`src/clock_select_defines.svh`:
```
// What this block does
// - Bus clock is primary input, halved by strap
// - Strap level is captured at reset only
// - Memory clock divides bus clock by 1..4
// - Pixel clock source and divisor from register
// - PWM clock source from register bits 2-1
// - Each function runs only its needed clocks
// - Nothing but PWM depends on PWM clock
// - Unneeded clocks are gated off
// - EOP rejected under 40 ns, accepted 80 ns
`ifndef CLOCK_SELECT_DEFINES_SVH
`define CLOCK_SELECT_DEFINES_SVH

`define REG_ADDR_W 8
`define REG_MEM_CLOCK 8'h04
`define REG_PIXEL_CLOCK 8'h08
`define REG_PWM_CLOCK 8'h70

`define MEM_DIV_HI 5
`define MEM_DIV_LO 4
`define STRAP_VIEW_BIT 7
`define PIX_SRC_HI 1
`define PIX_SRC_LO 0
`define PIX_DIV_HI 6
`define PIX_DIV_LO 4
`define PWM_SRC_HI 2
`define PWM_SRC_LO 1

`define PIX_DIV_CODE_MAX 3'h3
`define PIX_LIM_EIGHT 3'h7

`define PIN_PRI 0
`define PIN_SEC 1
`define PIN_DP 2
`define PIN_DM 3
`define PIN_STRAP 4
`define PIN_COUNT 5

`define CLK_PERIOD_NS 40
`define EOP_REJECT_NS 40
`define EOP_ACCEPT_NS 80
`define EOP_ACCEPT_CYC (`EOP_ACCEPT_NS / `CLK_PERIOD_NS)
`define EOP_CNT_W 2

`endif

```
`src/clock_select_pkg.sv`:
```
package clock_select_pkg;

  typedef enum logic [1:0] {
    PIX_FROM_MEM = 2'h0,
    PIX_FROM_BUS = 2'h1,
    PIX_FROM_PRI = 2'h2,
    PIX_FROM_SEC = 2'h3
  } pix_src_t;

  typedef enum logic [1:0] {
    PWM_FROM_PRI = 2'h0,
    PWM_FROM_SEC = 2'h1,
    PWM_FROM_MEM = 2'h2,
    PWM_FROM_PIX = 2'h3
  } pwm_src_t;

endpackage

```
`src/clock_select.sv`:
```
`timescale 1ns/1ps
`include "clock_select_defines.svh"

module clock_select
(
  // Clock and reset
  input wire logic clk,
  input wire logic srst,
  // Pins from outside the clock domain
  input wire logic primary_clock_input,
  input wire logic secondary_clock_input,
  input wire logic bus_clock_divide_strap,
  input wire logic usb_dp,
  input wire logic usb_dm,
  // Register port
  input wire logic reg_sel,
  input wire logic reg_wr,
  input wire logic reg_rd,
  input wire logic [`REG_ADDR_W-1:0] reg_addr,
  input wire logic [31:0] reg_wdata,
  output logic [31:0] reg_rdata,
  // Function activity
  input wire logic reg_access,
  input wire logic mem_access,
  input wire logic lut_access,
  input wire logic sw_power_save,
  input wire logic panel_on,
  input wire logic usb_access,
  input wire logic pwm_enable,
  // Clock enables and status
  output logic bus_clk_en,
  output logic mem_clk_en,
  output logic pix_clk_en,
  output logic pwm_clk_en,
  output logic usb_clock_run,
  output logic usb_eop
);

  ////////////////////////////////////////////////////////////////////////////
  // Pin synchronisers.

  logic [`PIN_COUNT-1:0] sync1_q;
  logic [`PIN_COUNT-1:0] sync2_q;
  logic [`PIN_COUNT-1:0] sync3_q;
  logic [`PIN_COUNT-1:0] pin_q;
  logic [`PIN_COUNT-1:0] pin_d;

  // A level is taken only once the second and third stages agree.
  always_comb
  begin
    pin_d = (sync2_q & sync3_q) | (pin_q & (sync2_q | sync3_q));
  end

  // The chain is not reset. The strap must reach the capture stage while reset
  // is held, and a cleared stage would fake a pin edge or a bus zero after release.
  always_ff @(posedge clk)
  begin
    sync1_q <= {bus_clock_divide_strap, usb_dm, usb_dp, secondary_clock_input,
                primary_clock_input};
    sync2_q <= sync1_q;
    sync3_q <= sync2_q;
    pin_q <= pin_d;
  end

  logic pri_tick;
  logic sec_tick;
  assign pri_tick = pin_d[`PIN_PRI] & ~pin_q[`PIN_PRI];
  assign sec_tick = pin_d[`PIN_SEC] & ~pin_q[`PIN_SEC];

  ////////////////////////////////////////////////////////////////////////////
  // Registers.

  logic [1:0] mem_div_q;
  logic [1:0] mem_div_d;
  clock_select_pkg::pix_src_t pix_src_cfg_q;
  clock_select_pkg::pix_src_t pix_src_cfg_d;
  logic [2:0] pix_div_cfg_q;
  logic [2:0] pix_div_cfg_d;
  clock_select_pkg::pwm_src_t pwm_src_q;
  clock_select_pkg::pwm_src_t pwm_src_d;
  logic strap_q;
  logic strap_d;
  logic [31:0] rdata_d;

  always_comb
  begin
    mem_div_d = mem_div_q;
    pix_src_cfg_d = pix_src_cfg_q;
    pix_div_cfg_d = pix_div_cfg_q;
    pwm_src_d = pwm_src_q;
    rdata_d = reg_rdata;
    strap_d = strap_q;
    // The strap is only looked at while reset is held.
    if (srst)
    begin
      strap_d = pin_q[`PIN_STRAP];
    end
    if (reg_sel && reg_wr)
    begin
      unique case (reg_addr)
        `REG_MEM_CLOCK:
        begin
          mem_div_d = reg_wdata[`MEM_DIV_HI:`MEM_DIV_LO];
        end
        `REG_PIXEL_CLOCK:
        begin
          pix_src_cfg_d = clock_select_pkg::pix_src_t'(reg_wdata[`PIX_SRC_HI:`PIX_SRC_LO]);
          pix_div_cfg_d = reg_wdata[`PIX_DIV_HI:`PIX_DIV_LO];
        end
        `REG_PWM_CLOCK:
        begin
          pwm_src_d = clock_select_pkg::pwm_src_t'(reg_wdata[`PWM_SRC_HI:`PWM_SRC_LO]);
        end
        default:
        begin
        end
      endcase
    end
    if (reg_sel && reg_rd)
    begin
      rdata_d = '0;
      unique case (reg_addr)
        `REG_MEM_CLOCK:
        begin
          rdata_d[`MEM_DIV_HI:`MEM_DIV_LO] = mem_div_q;
          rdata_d[`STRAP_VIEW_BIT] = strap_q;
        end
        `REG_PIXEL_CLOCK:
        begin
          rdata_d[`PIX_SRC_HI:`PIX_SRC_LO] = pix_src_cfg_q;
          rdata_d[`PIX_DIV_HI:`PIX_DIV_LO] = pix_div_cfg_q;
        end
        `REG_PWM_CLOCK:
        begin
          rdata_d[`PWM_SRC_HI:`PWM_SRC_LO] = pwm_src_q;
        end
        default:
        begin
        end
      endcase
    end
  end

  always_ff @(posedge clk)
  begin
    if (srst)
    begin
      mem_div_q <= '0;
      pix_src_cfg_q <= clock_select_pkg::PIX_FROM_MEM;
      pix_div_cfg_q <= '0;
      pwm_src_q <= clock_select_pkg::PWM_FROM_PRI;
      reg_rdata <= '0;
    end
    else
    begin
      mem_div_q <= mem_div_d;
      pix_src_cfg_q <= pix_src_cfg_d;
      pix_div_cfg_q <= pix_div_cfg_d;
      pwm_src_q <= pwm_src_d;
      reg_rdata <= rdata_d;
    end
    strap_q <= strap_d;
  end

  ////////////////////////////////////////////////////////////////////////////
  // Dividers. Derived clocks are one-cycle enables on clk.

  // Next count of a divider that wraps at lim on each source tick.
  function automatic logic [2:0] div_next(logic [2:0] cnt, logic [2:0] lim, logic tick);
    logic [2:0] nxt;
    nxt = cnt;
    if (tick)
    begin
      nxt = (cnt >= lim) ? 3'h0 : 3'(cnt + 3'h1);
    end
    return nxt;
  endfunction

  // Codes above the documented range fall back to divide by eight.
  function automatic logic [2:0] pix_limit(logic [2:0] code);
    return (code > `PIX_DIV_CODE_MAX) ? `PIX_LIM_EIGHT : code;
  endfunction

  logic bus_half_q;
  logic bus_half_d;
  logic [2:0] mem_cnt_q;
  logic [2:0] mem_cnt_d;
  logic [1:0] mem_lim_q;
  logic [1:0] mem_lim_d;
  logic [2:0] pix_cnt_q;
  logic [2:0] pix_cnt_d;
  logic [2:0] pix_lim_q;
  logic [2:0] pix_lim_d;
  clock_select_pkg::pix_src_t pix_src_q;
  clock_select_pkg::pix_src_t pix_src_d;
  clock_select_pkg::pwm_src_t pwm_src_act_q;
  clock_select_pkg::pwm_src_t pwm_src_act_d;
  logic bus_tick;
  logic mem_tick;
  logic pix_in_tick;
  logic pix_tick;
  logic pwm_tick;
  logic bus_need;
  logic mem_need;
  logic pix_need;

  assign bus_tick = pri_tick & (~strap_q | bus_half_q);
  assign mem_tick = bus_tick & (mem_cnt_q >= {1'b0, mem_lim_q});
  assign pix_tick = pix_in_tick & (pix_cnt_q >= pix_lim_q);

  always_comb
  begin
    unique case (pix_src_q)
      clock_select_pkg::PIX_FROM_MEM: pix_in_tick = mem_tick;
      clock_select_pkg::PIX_FROM_BUS: pix_in_tick = bus_tick;
      clock_select_pkg::PIX_FROM_PRI: pix_in_tick = pri_tick;
      clock_select_pkg::PIX_FROM_SEC: pix_in_tick = sec_tick;
    endcase
    unique case (pwm_src_act_q)
      clock_select_pkg::PWM_FROM_PRI: pwm_tick = pri_tick;
      clock_select_pkg::PWM_FROM_SEC: pwm_tick = sec_tick;
      clock_select_pkg::PWM_FROM_MEM: pwm_tick = mem_tick;
      clock_select_pkg::PWM_FROM_PIX: pwm_tick = pix_tick;
    endcase
  end

  always_comb
  begin
    bus_half_d = pri_tick ? ~bus_half_q : bus_half_q;
    mem_cnt_d = div_next(mem_cnt_q, {1'b0, mem_lim_q}, bus_tick);
    pix_cnt_d = div_next(pix_cnt_q, pix_lim_q, pix_in_tick);
    mem_lim_d = mem_lim_q;
    pix_lim_d = pix_lim_q;
    pix_src_d = pix_src_q;
    pwm_src_act_d = pwm_src_act_q;
    // New settings load only at a period boundary, so a divisor change never emits a shortened
    // period. A stopped old source delays the change until it runs.
    if (mem_tick)
    begin
      mem_lim_d = mem_div_q;
    end
    if (pix_tick)
    begin
      pix_lim_d = pix_limit(pix_div_cfg_q);
      pix_src_d = pix_src_cfg_q;
    end
    if (pwm_tick)
    begin
      pwm_src_act_d = pwm_src_q;
    end
  end

  always_ff @(posedge clk)
  begin
    if (srst)
    begin
      bus_half_q <= 1'b0;
      mem_cnt_q <= '0;
      mem_lim_q <= '0;
      pix_cnt_q <= '0;
      pix_lim_q <= '0;
      pix_src_q <= clock_select_pkg::PIX_FROM_MEM;
      pwm_src_act_q <= clock_select_pkg::PWM_FROM_PRI;
    end
    else
    begin
      bus_half_q <= bus_half_d;
      mem_cnt_q <= mem_cnt_d;
      mem_lim_q <= mem_lim_d;
      pix_cnt_q <= pix_cnt_d;
      pix_lim_q <= pix_lim_d;
      pix_src_q <= pix_src_d;
      pwm_src_act_q <= pwm_src_act_d;
    end
  end

  ////////////////////////////////////////////////////////////////////////////
  // Gating. Dividers keep running; only the delivered enables stop, which
  // keeps restart phase clean at the cost of a little counter power.

  assign bus_need = reg_access | mem_access | lut_access | sw_power_save | panel_on
                    | usb_access;
  assign mem_need = mem_access | lut_access | panel_on;
  assign pix_need = panel_on;

  logic bus_en_d;
  logic mem_en_d;
  logic pix_en_d;
  logic pwm_en_d;
  logic usb_run_d;

  always_comb
  begin
    bus_en_d = bus_tick & bus_need;
    mem_en_d = mem_tick & mem_need;
    pix_en_d = pix_tick & pix_need;
    pwm_en_d = pwm_tick & pwm_enable;
    usb_run_d = usb_access;
  end

  always_ff @(posedge clk)
  begin
    if (srst)
    begin
      bus_clk_en <= 1'b0;
      mem_clk_en <= 1'b0;
      pix_clk_en <= 1'b0;
      pwm_clk_en <= 1'b0;
      usb_clock_run <= 1'b0;
    end
    else
    begin
      bus_clk_en <= bus_en_d;
      mem_clk_en <= mem_en_d;
      pix_clk_en <= pix_en_d;
      pwm_clk_en <= pwm_en_d;
      usb_clock_run <= usb_run_d;
    end
  end

  ////////////////////////////////////////////////////////////////////////////
  // End-of-packet filter. A zero shorter than two samples never reaches here.

  logic se0;
  logic [`EOP_CNT_W-1:0] se0_cnt_q;
  logic [`EOP_CNT_W-1:0] se0_cnt_d;
  logic eop_d;

  assign se0 = ~pin_q[`PIN_DP] & ~pin_q[`PIN_DM];

  always_comb
  begin
    se0_cnt_d = '0;
    eop_d = 1'b0;
    if (se0)
    begin
      se0_cnt_d = (se0_cnt_q == `EOP_CNT_W'(`EOP_ACCEPT_CYC)) ? se0_cnt_q
                  : `EOP_CNT_W'(se0_cnt_q + 1'b1);
      eop_d = (se0_cnt_q == `EOP_CNT_W'(`EOP_ACCEPT_CYC - 1));
    end
  end

  always_ff @(posedge clk)
  begin
    if (srst)
    begin
      se0_cnt_q <= '0;
      usb_eop <= 1'b0;
    end
    else
    begin
      se0_cnt_q <= se0_cnt_d;
      usb_eop <= eop_d;
    end
  end
endmodule

```
`config.mk`:
```
export PLATFORM = sky130hd
export DESIGN_NAME = clock_select
export DESIGN_NICKNAME = d
export VERILOG_FILES = /design/src/clock_select_pkg.sv /design/src/clock_select.sv
export VERILOG_INCLUDE_DIRS = /design/src
export SDC_FILE = /design/constraint.sdc
export NUM_CORES = 1
export LEC_CHECK = 0
export BUFFER_PORTS_ARGS = -buffer_cell sky130_fd_sc_hd__buf_4
export CELL_PAD_IN_SITES_DETAIL_PLACEMENT = 1
export CELL_PAD_IN_SITES_GLOBAL_PLACEMENT = 1
export CORE_ASPECT_RATIO = 2
export CORE_MARGIN = 2
export CORE_UTILIZATION = 30
export CTS_BUF_LIST = sky130_fd_sc_hd__clkbuf_16
export DETAILED_ROUTE_END_ITERATION = 8
export PLACE_DENSITY = 0.7
export SYNTH_ARGS = -nofsm -noshare
export SYNTH_HDL_FRONTEND = slang
export SYNTH_SLANG_ARGS = --single-unit
export TNS_END_PERCENT = 20
```
`constraint.sdc`:
```
create_clock -name clk -period 3.7 [get_ports clk]
set_clock_uncertainty 0.05 [all_clocks]
set_input_delay 0.37 -clock clk [delete_from_list [all_inputs] [get_ports clk]]
set_output_delay 0.37 -clock clk [all_outputs]
set_load 0.02 [all_outputs]
```
Word-level counts from Yosys, hierarchy flattened
Cells that the tools add are included.
{"block": "word_totals", "register_bits": 61, "latch_bits": 0, "ramBits": 0, "rom_bits": 0, "inputBits": 57, "elab_cells": 89, "mem_count": 0}
{"block": "classes", "add_sub_neg": 3, "multipliers": 0, "n_div": 0, "n_lt_le_gt_ge": 3, "n_eq_ne": 11, "n_shift": 0, "muxes": 11, "bitwise_logic": 29, "n_reduce_logical": 8}
{"cell": "1-bit bitwise AND", "n": 10}
{"cell": "5-bit bitwise AND", "n": 2}
{"cell": "2-bit equality test, second input constant", "n": 5}
{"cell": "5-bit OR", "n": 2}
{"cell": "3-bit 2-to-1 mux", "n": 3}
{"cell": "8-bit by 3-bit equality test with 1-bit output, second input constant", "n": 1}
{"cell": "8-bit by 4-bit equality test with 1-bit output, second input constant", "n": 1}
{"cell": "8-bit by 7-bit equality test with 1-bit output, second input constant", "n": 1}
{"cell": "1-bit OR", "n": 8}
{"cell": "1-bit one-hot mux with 4 select lines", "n": 2}
{"cell": "1-bit inverter", "n": 7}
{"cell": "3-bit by 1-bit adder with 3-bit output, second input constant", "n": 2}
{"cell": "2-bit by 1-bit equality test with 1-bit output, second input constant", "n": 3}
{"cell": "2-bit AND reduction", "n": 3}
{"cell": "2-bit zero test", "n": 2}
{"cell": "1-bit 2-to-1 mux", "n": 4}
{"cell": "2-bit one-hot mux with 2 select lines", "n": 1}
{"cell": "3-bit by 2-bit >= comparator with 1-bit output", "n": 1}
{"cell": "3-bit >= comparator", "n": 1}
{"cell": "3-bit by 2-bit greater-than comparator with 1-bit output, second input constant", "n": 1}
{"cell": "2-bit by 1-bit adder with 2-bit output, second input constant", "n": 1}
{"cell": "1-bit logical AND", "n": 2}
{"cell": "1-bit one-hot mux with 2 select lines", "n": 1}
{"cell": "2-bit OR reduction", "n": 1}

Depth between registers and ports, before layout
{"block": "depth", "depth_word": 10, "ltp_mapped": 9}

Least setup slack after synthesis
Ideal clock, no wire load.
{"block": "synth_timing", "path_kind": "register -> register", "start": "register mem_cnt_q[0]", "end": "register pwm_src_act_q[0]", "setup_time_ns": 0.117, "arrival_time_ns": 1.937, "t_required_ns": 3.533, "setup_slack_ns": 1.595, "path_stages_with_launch": 9, "path_buffers": 0, "synth_period_minus_slack_ns": 2.105, "cell_sequence": "dfxtp_1 -> inv_1 -> ha_1 -> nand2b_1 -> a211o_1 -> a211oi_2 -> nor3_2 -> a31o_2 -> a32o_1"}
{"block": "synth_via", "elab_chain_cells": 5}
{"item": "start: declaration", "line_no": "clock_select.sv:186", "rtl": "logic [2:0] mem_cnt_q;"}
{"item": "start signal: assignment", "line_no": "clock_select.sv:268", "rtl": "mem_cnt_q <= mem_cnt_d;"}
{"item": "3-bit by 2-bit >= comparator with 1-bit output (*)", "line_no": "clock_select.sv:208", "rtl": "assign mem_tick = bus_tick & (mem_cnt_q >= {1'b0, mem_lim_q});"}
{"item": "1-bit bitwise AND (*)", "line_no": "clock_select.sv:208"}
{"item": "1-bit one-hot mux with 4 select lines", "line_no": "clock_select.sv:213", "rtl": "unique case (pix_src_q)"}
{"item": "1-bit bitwise AND", "line_no": "clock_select.sv:209", "rtl": "assign pix_tick = pix_in_tick & (pix_cnt_q >= pix_lim_q);"}
{"item": "1-bit one-hot mux with 4 select lines (*)", "line_no": "clock_select.sv:219", "rtl": "unique case (pwm_src_act_q)"}
{"item": "end signal: assignment", "line_no": "clock_select.sv:263", "rtl": "pwm_src_act_q <= clock_select_pkg::PWM_FROM_PRI;"}
{"item": "end signal: assignment", "line_no": "clock_select.sv:273", "rtl": "pwm_src_act_q <= pwm_src_act_d;"}
{"item": "end: declaration", "line_no": "clock_select.sv:196", "rtl": "clock_select_pkg::pwm_src_t pwm_src_act_q;"}
Mark *: on every way between the ends. The rest lies on a longest branch, timed or not.
A chain may end at the register's enable or synchronous reset.

Final worst setup path
Ends and elaborated chain as after synthesis.

==> Implementation_results.wiki <==
{| class="wikitable"
! Metric !! Value
|-
| Final weighted congestion of routability-driven global placement || 0.8106
|-
| Met1 wire length || 1979 microns
|-
| Number of enable-type register cells in the synthesized netlist || 1
|-
| Critical path buffer and inverter count || 1
|-
| Vias in the first global route || 1,948
|-
| Deepest level of the CTS H-tree || 3
|-
| Height of the die || 133.8 microns
|-
| Via-per-instance ratio || 4.687
|-
| Count of yosys warnings during synthesis || 0
|-
| Post-synthesis cell type count || 45
|-
| Number of CTS-inserted buffers || 9
|-
| Highest attainable clock frequency || 0.4075 GHz
|-
| Max Used Layer || met4
|-
| Maximum resistive drop on vdd || 0.0002210 V
|-
| Power share of the clock group || 48.3%
|-
| Half-perimeter wire length of the detailed placement result || 3958 microns
|-
| Setup violators final || 0
|-
| Synth area leader || sky130_fd_sc_hd__dfxtp_1
|-
| Vias || 1,903
|-
| Most frequent cells in the layout || sky130_fd_sc_hd__dfxtp_1, sky130_fd_sc_hd__buf_4, sky130_fd_sc_hd__nor2_1, sky130_fd_sc_hd__conb_1, sky130_fd_sc_hd__a21oi_1
|-
| Measured slew at the worst slew-check pin || 0.8094 ns
|-
| Cell Area, Synth || 2529 sq um
|-
| Most common cell after layout, fill and taps aside || sky130_fd_sc_hd__dfxtp_1
|-
| Ordered cell list for the critical path || inv_1, ha_1, nand2b_1, a211o_1, a211oi_2, nor3_2, a31o_2, a32o_1
|-
| I/O Pins || 95
|-
| Number of violations reported at the end of detailed-routing iteration 0 || 34
|-
| Worst setup SP type || flop
|-
| Source-to-sink clock delay at the later pin of the worst-skew pair || 0.33 ns
|-
| Wire length of the first global-routing pass || 8597 microns
|-
| Post-CTS Setup Inserts || 0
|-
| Share of the synthesized area in the top cell type || 47.50%
|-
| Met2 routed WL || 2860 microns
|-
| Max-cap violation count || 0
|-
| Post-layout nets || 369
|-
| Setup tns final || 0 ns
|-
| RSZ-0062 raised after global routing || false
|-
| Wirelength, routed || 5266 microns
|-
| Synth async-reset ratio || 0%
|-
| Area growth from synthesis to layout || 23.35%
|-
| CP delay by family, top || compound AO/OA/AOI/OAI gates
|-
| Run status || finished, final reports clean
|-
| Master cell of the clock root buffer || sky130_fd_sc_hd__clkbuf_16
|-
| Setup crit end kind || flop
|-
| Post-Synthesis Mean Instance Area || 9.878 sq um
|-
| Starting Density || 30.71%
|-
| Number of synthesized register bits || 61
|-
| Number of diodes added for antenna fixing || 0
|-
| Largest buffer count on any clock path || 2
|-
| Clock-pin slew on the worst setup and hold paths || 0.06 ns
|-
| DR DRC count || 0
|-
| Filler-free cell count of the finished design || 406
|-
| Final ANT Viol Nets || 0
|-
| Maximum number of pins on one net before global-route repair || 44
|-
| Residual overflow from global routing || 0
|-
| Number of core rows || 47
|-
| WL per Instance || 12.97 microns
|-
| Number of placed cells counting well taps || 390
|-
| Max-slew violations || 0
|-
| Required time at the endpoint of the critical path || 3.87 ns
|-
| Number of clock sinks seen by CTS || 61
|-
| Switching Fraction || 24.29%
|-
| Top_reg_cell synth || sky130_fd_sc_hd__dfxtp_1
|-
| Kind of critical path || reg -> reg
|-
| Global-route total usage across every layer || 12.60%
|-
| Final hold vios || 0
|-
| Top area cells in the synthesized netlist || sky130_fd_sc_hd__dfxtp_1, sky130_fd_sc_hd__buf_4, sky130_fd_sc_hd__mux2i_1, sky130_fd_sc_hd__ha_1, sky130_fd_sc_hd__nor2_1
|-
| Chip width || 68.92 microns
|-
| DIE AREA || 9224 sq um
|-
| Core Footprint || 8233 sq um
|-
| Length of routed met3 wiring || 275 microns
|-
| Headroom to the max-slew limit || 45.75%
|-
| Shortest clock period the worst path allows after layout || 2.454 ns
|-
| Critical Path Source || mem_cnt_q[0]
|-
| Number of gates resized after cts || 0
|-
| Startpoint of the lowest-slack register-to-register path || mem_cnt_q[0]
|-
| Crit path max-delay cell type || sky130_fd_sc_hd__dfxtp_1
|-
| Comb power frac || 7.1%
|-
| Internal Dissipation || 1.174 mW
|-
| Antenna violations before repair || 0
|-
| Net switching component of the power || 0.3765 mW
|-
| Reported leakage power || 1.315 nW
|-
| Portion of the clock cycle consumed by the worst path in the final layout || 66.32%
|-
| Count of port buffers added during placement || 43
|-
| Reg power frac || 44.7%
|-
| CTS tree || done
|-
| Largest fanout of any net on the critical path || 11
|-
| Share of layout cells above drive strength 1 || 21.75%
|-
| Power Density || 497.0 nW/um^2
|-
| Number of filler cells placed in the layout || 975
|-
| Sequential cell area || 1231 sq um
|-
| Startpoint of the tightest hold check path || bus_clock_divide_strap
|-
| Sequential area share after synthesis || 48.69%
|-
| Cells after Synth || 256
|-
| Combined area of the multi-input logic cells || 1140 sq um
|-
| Arrival time worst endpoint || 2.63 ns
|-
| First drt pass iteration count || 4
|-
| Hold Slack || 0.08981 ns
|-
| Hold Crit Class || in -> reg
|-
| Delay of the slowest critical-path stage || 0.39 ns
|-
| Cts hold-fix bufs || 0
|}
[final cells by class]
class                      instances  area share (%)
clock buffer                       9           7.220
timing repair buffer              43           10.35
tap                               98           3.931
inverter                           9           1.083
sequential                        61           39.47
multi-input combinational        179           36.54
clock inverter                     7           1.404
[sequential cells by signal, summed over array words and instances, names as in the netlist, 2 cells and up]
name           count
pin_q              5
pwm_src_q          2
reg_rdata          7
pix_src_q          2
sync3_q            5
pix_cnt_q          3
pix_src_cfg_q      2
mem_lim_q          2
pix_div_cfg_q      3
sync2_q            5
mem_cnt_q          3
pix_lim_q          3
mem_div_q          2
se0_cnt_q          2
pwm_src_act_q      2
sync1_q            5
[power by group through the flow]
stage               sequential, mW  clock (mW)  combinational [mW]
global placement             0.705           0               0.108
floorplan                    0.706           0              0.0865
CTS                          0.692       0.770               0.111
finish                       0.692       0.749               0.109
global route                 0.694       0.798               0.120
detailed placement           0.706           0               0.110
[cells by family (layout without fill, tap and decap cells)]
logic type | count (synthesis) | count (layout) | share of synthesized area, %
buf+inv | 40 | 68 | 9.797
other cells | 1 | 25 | 0.1483
fa+ha+maj | 14 | 14 | 6.433
simple gates | 87 | 87 | 19.30
mux | 12 | 12 | 4.750
flops | 61 | 61 | 48.69
xor+xnor | 2 | 2 | 0.6929
compound gates | 39 | 39 | 10.19
[stage by stage]
step,setup slack [ns],util (%),total power [mW],instance area (sq um)
after floorplan,1.595,-,0.7927,2619
after global placement,1.212,34.62,0.8133,2850
after detailed placement,1.169,34.62,0.8162,2850
after CTS,1.158,37.89,1.573,3119
after global routing,1.006,37.89,1.613,3119
final,1.246,37.89,1.550,3119
[metal layers]
layer	track usage (%)	vias to the layer above
met5	0	-
met4	7.298	0
met3	3.020	13
met2	22.44	62
met1	12.55	893
li1	-	935
[cell usage after synthesis (2+ instances only)]
library cell	number
sky130_fd_sc_hd__nor2b_1	7
sky130_fd_sc_hd__xor2_1	2
sky130_fd_sc_hd__a21oi_1	16
sky130_fd_sc_hd__o21ai_0	5
sky130_fd_sc_hd__clkbuf_1	2
sky130_fd_sc_hd__dfxtp_1	60
sky130_fd_sc_hd__nor3_1	8
sky130_fd_sc_hd__nand2b_1	3
sky130_fd_sc_hd__nand3b_1	2
sky130_fd_sc_hd__a211oi_1	3
sky130_fd_sc_hd__maj3_1	5
sky130_fd_sc_hd__ha_1	9
sky130_fd_sc_hd__mux2i_1	12
sky130_fd_sc_hd__nor4b_1	2
sky130_fd_sc_hd__a32o_1	3
sky130_fd_sc_hd__or3_1	3
sky130_fd_sc_hd__nand3_1	8
sky130_fd_sc_hd__nand2_1	12
sky130_fd_sc_hd__inv_1	9
sky130_fd_sc_hd__buf_4	26
sky130_fd_sc_hd__nor4_1	3
sky130_fd_sc_hd__buf_1	3
sky130_fd_sc_hd__a22oi_1	4
sky130_fd_sc_hd__nor2_1	28
[path summary, 6_finish.rpt]
kind | end | slack [ns] | cells past startpoint
max reg2reg | pwm_src_act_q[0] | 1.25 | 8
min | sync1_q[4] | 0.09 | 1
min reg2reg | sync2_q[1] | 0.28 | 0
max | pwm_src_act_q[0] | 1.25 | 8
(Power assumes the default switching activity.)
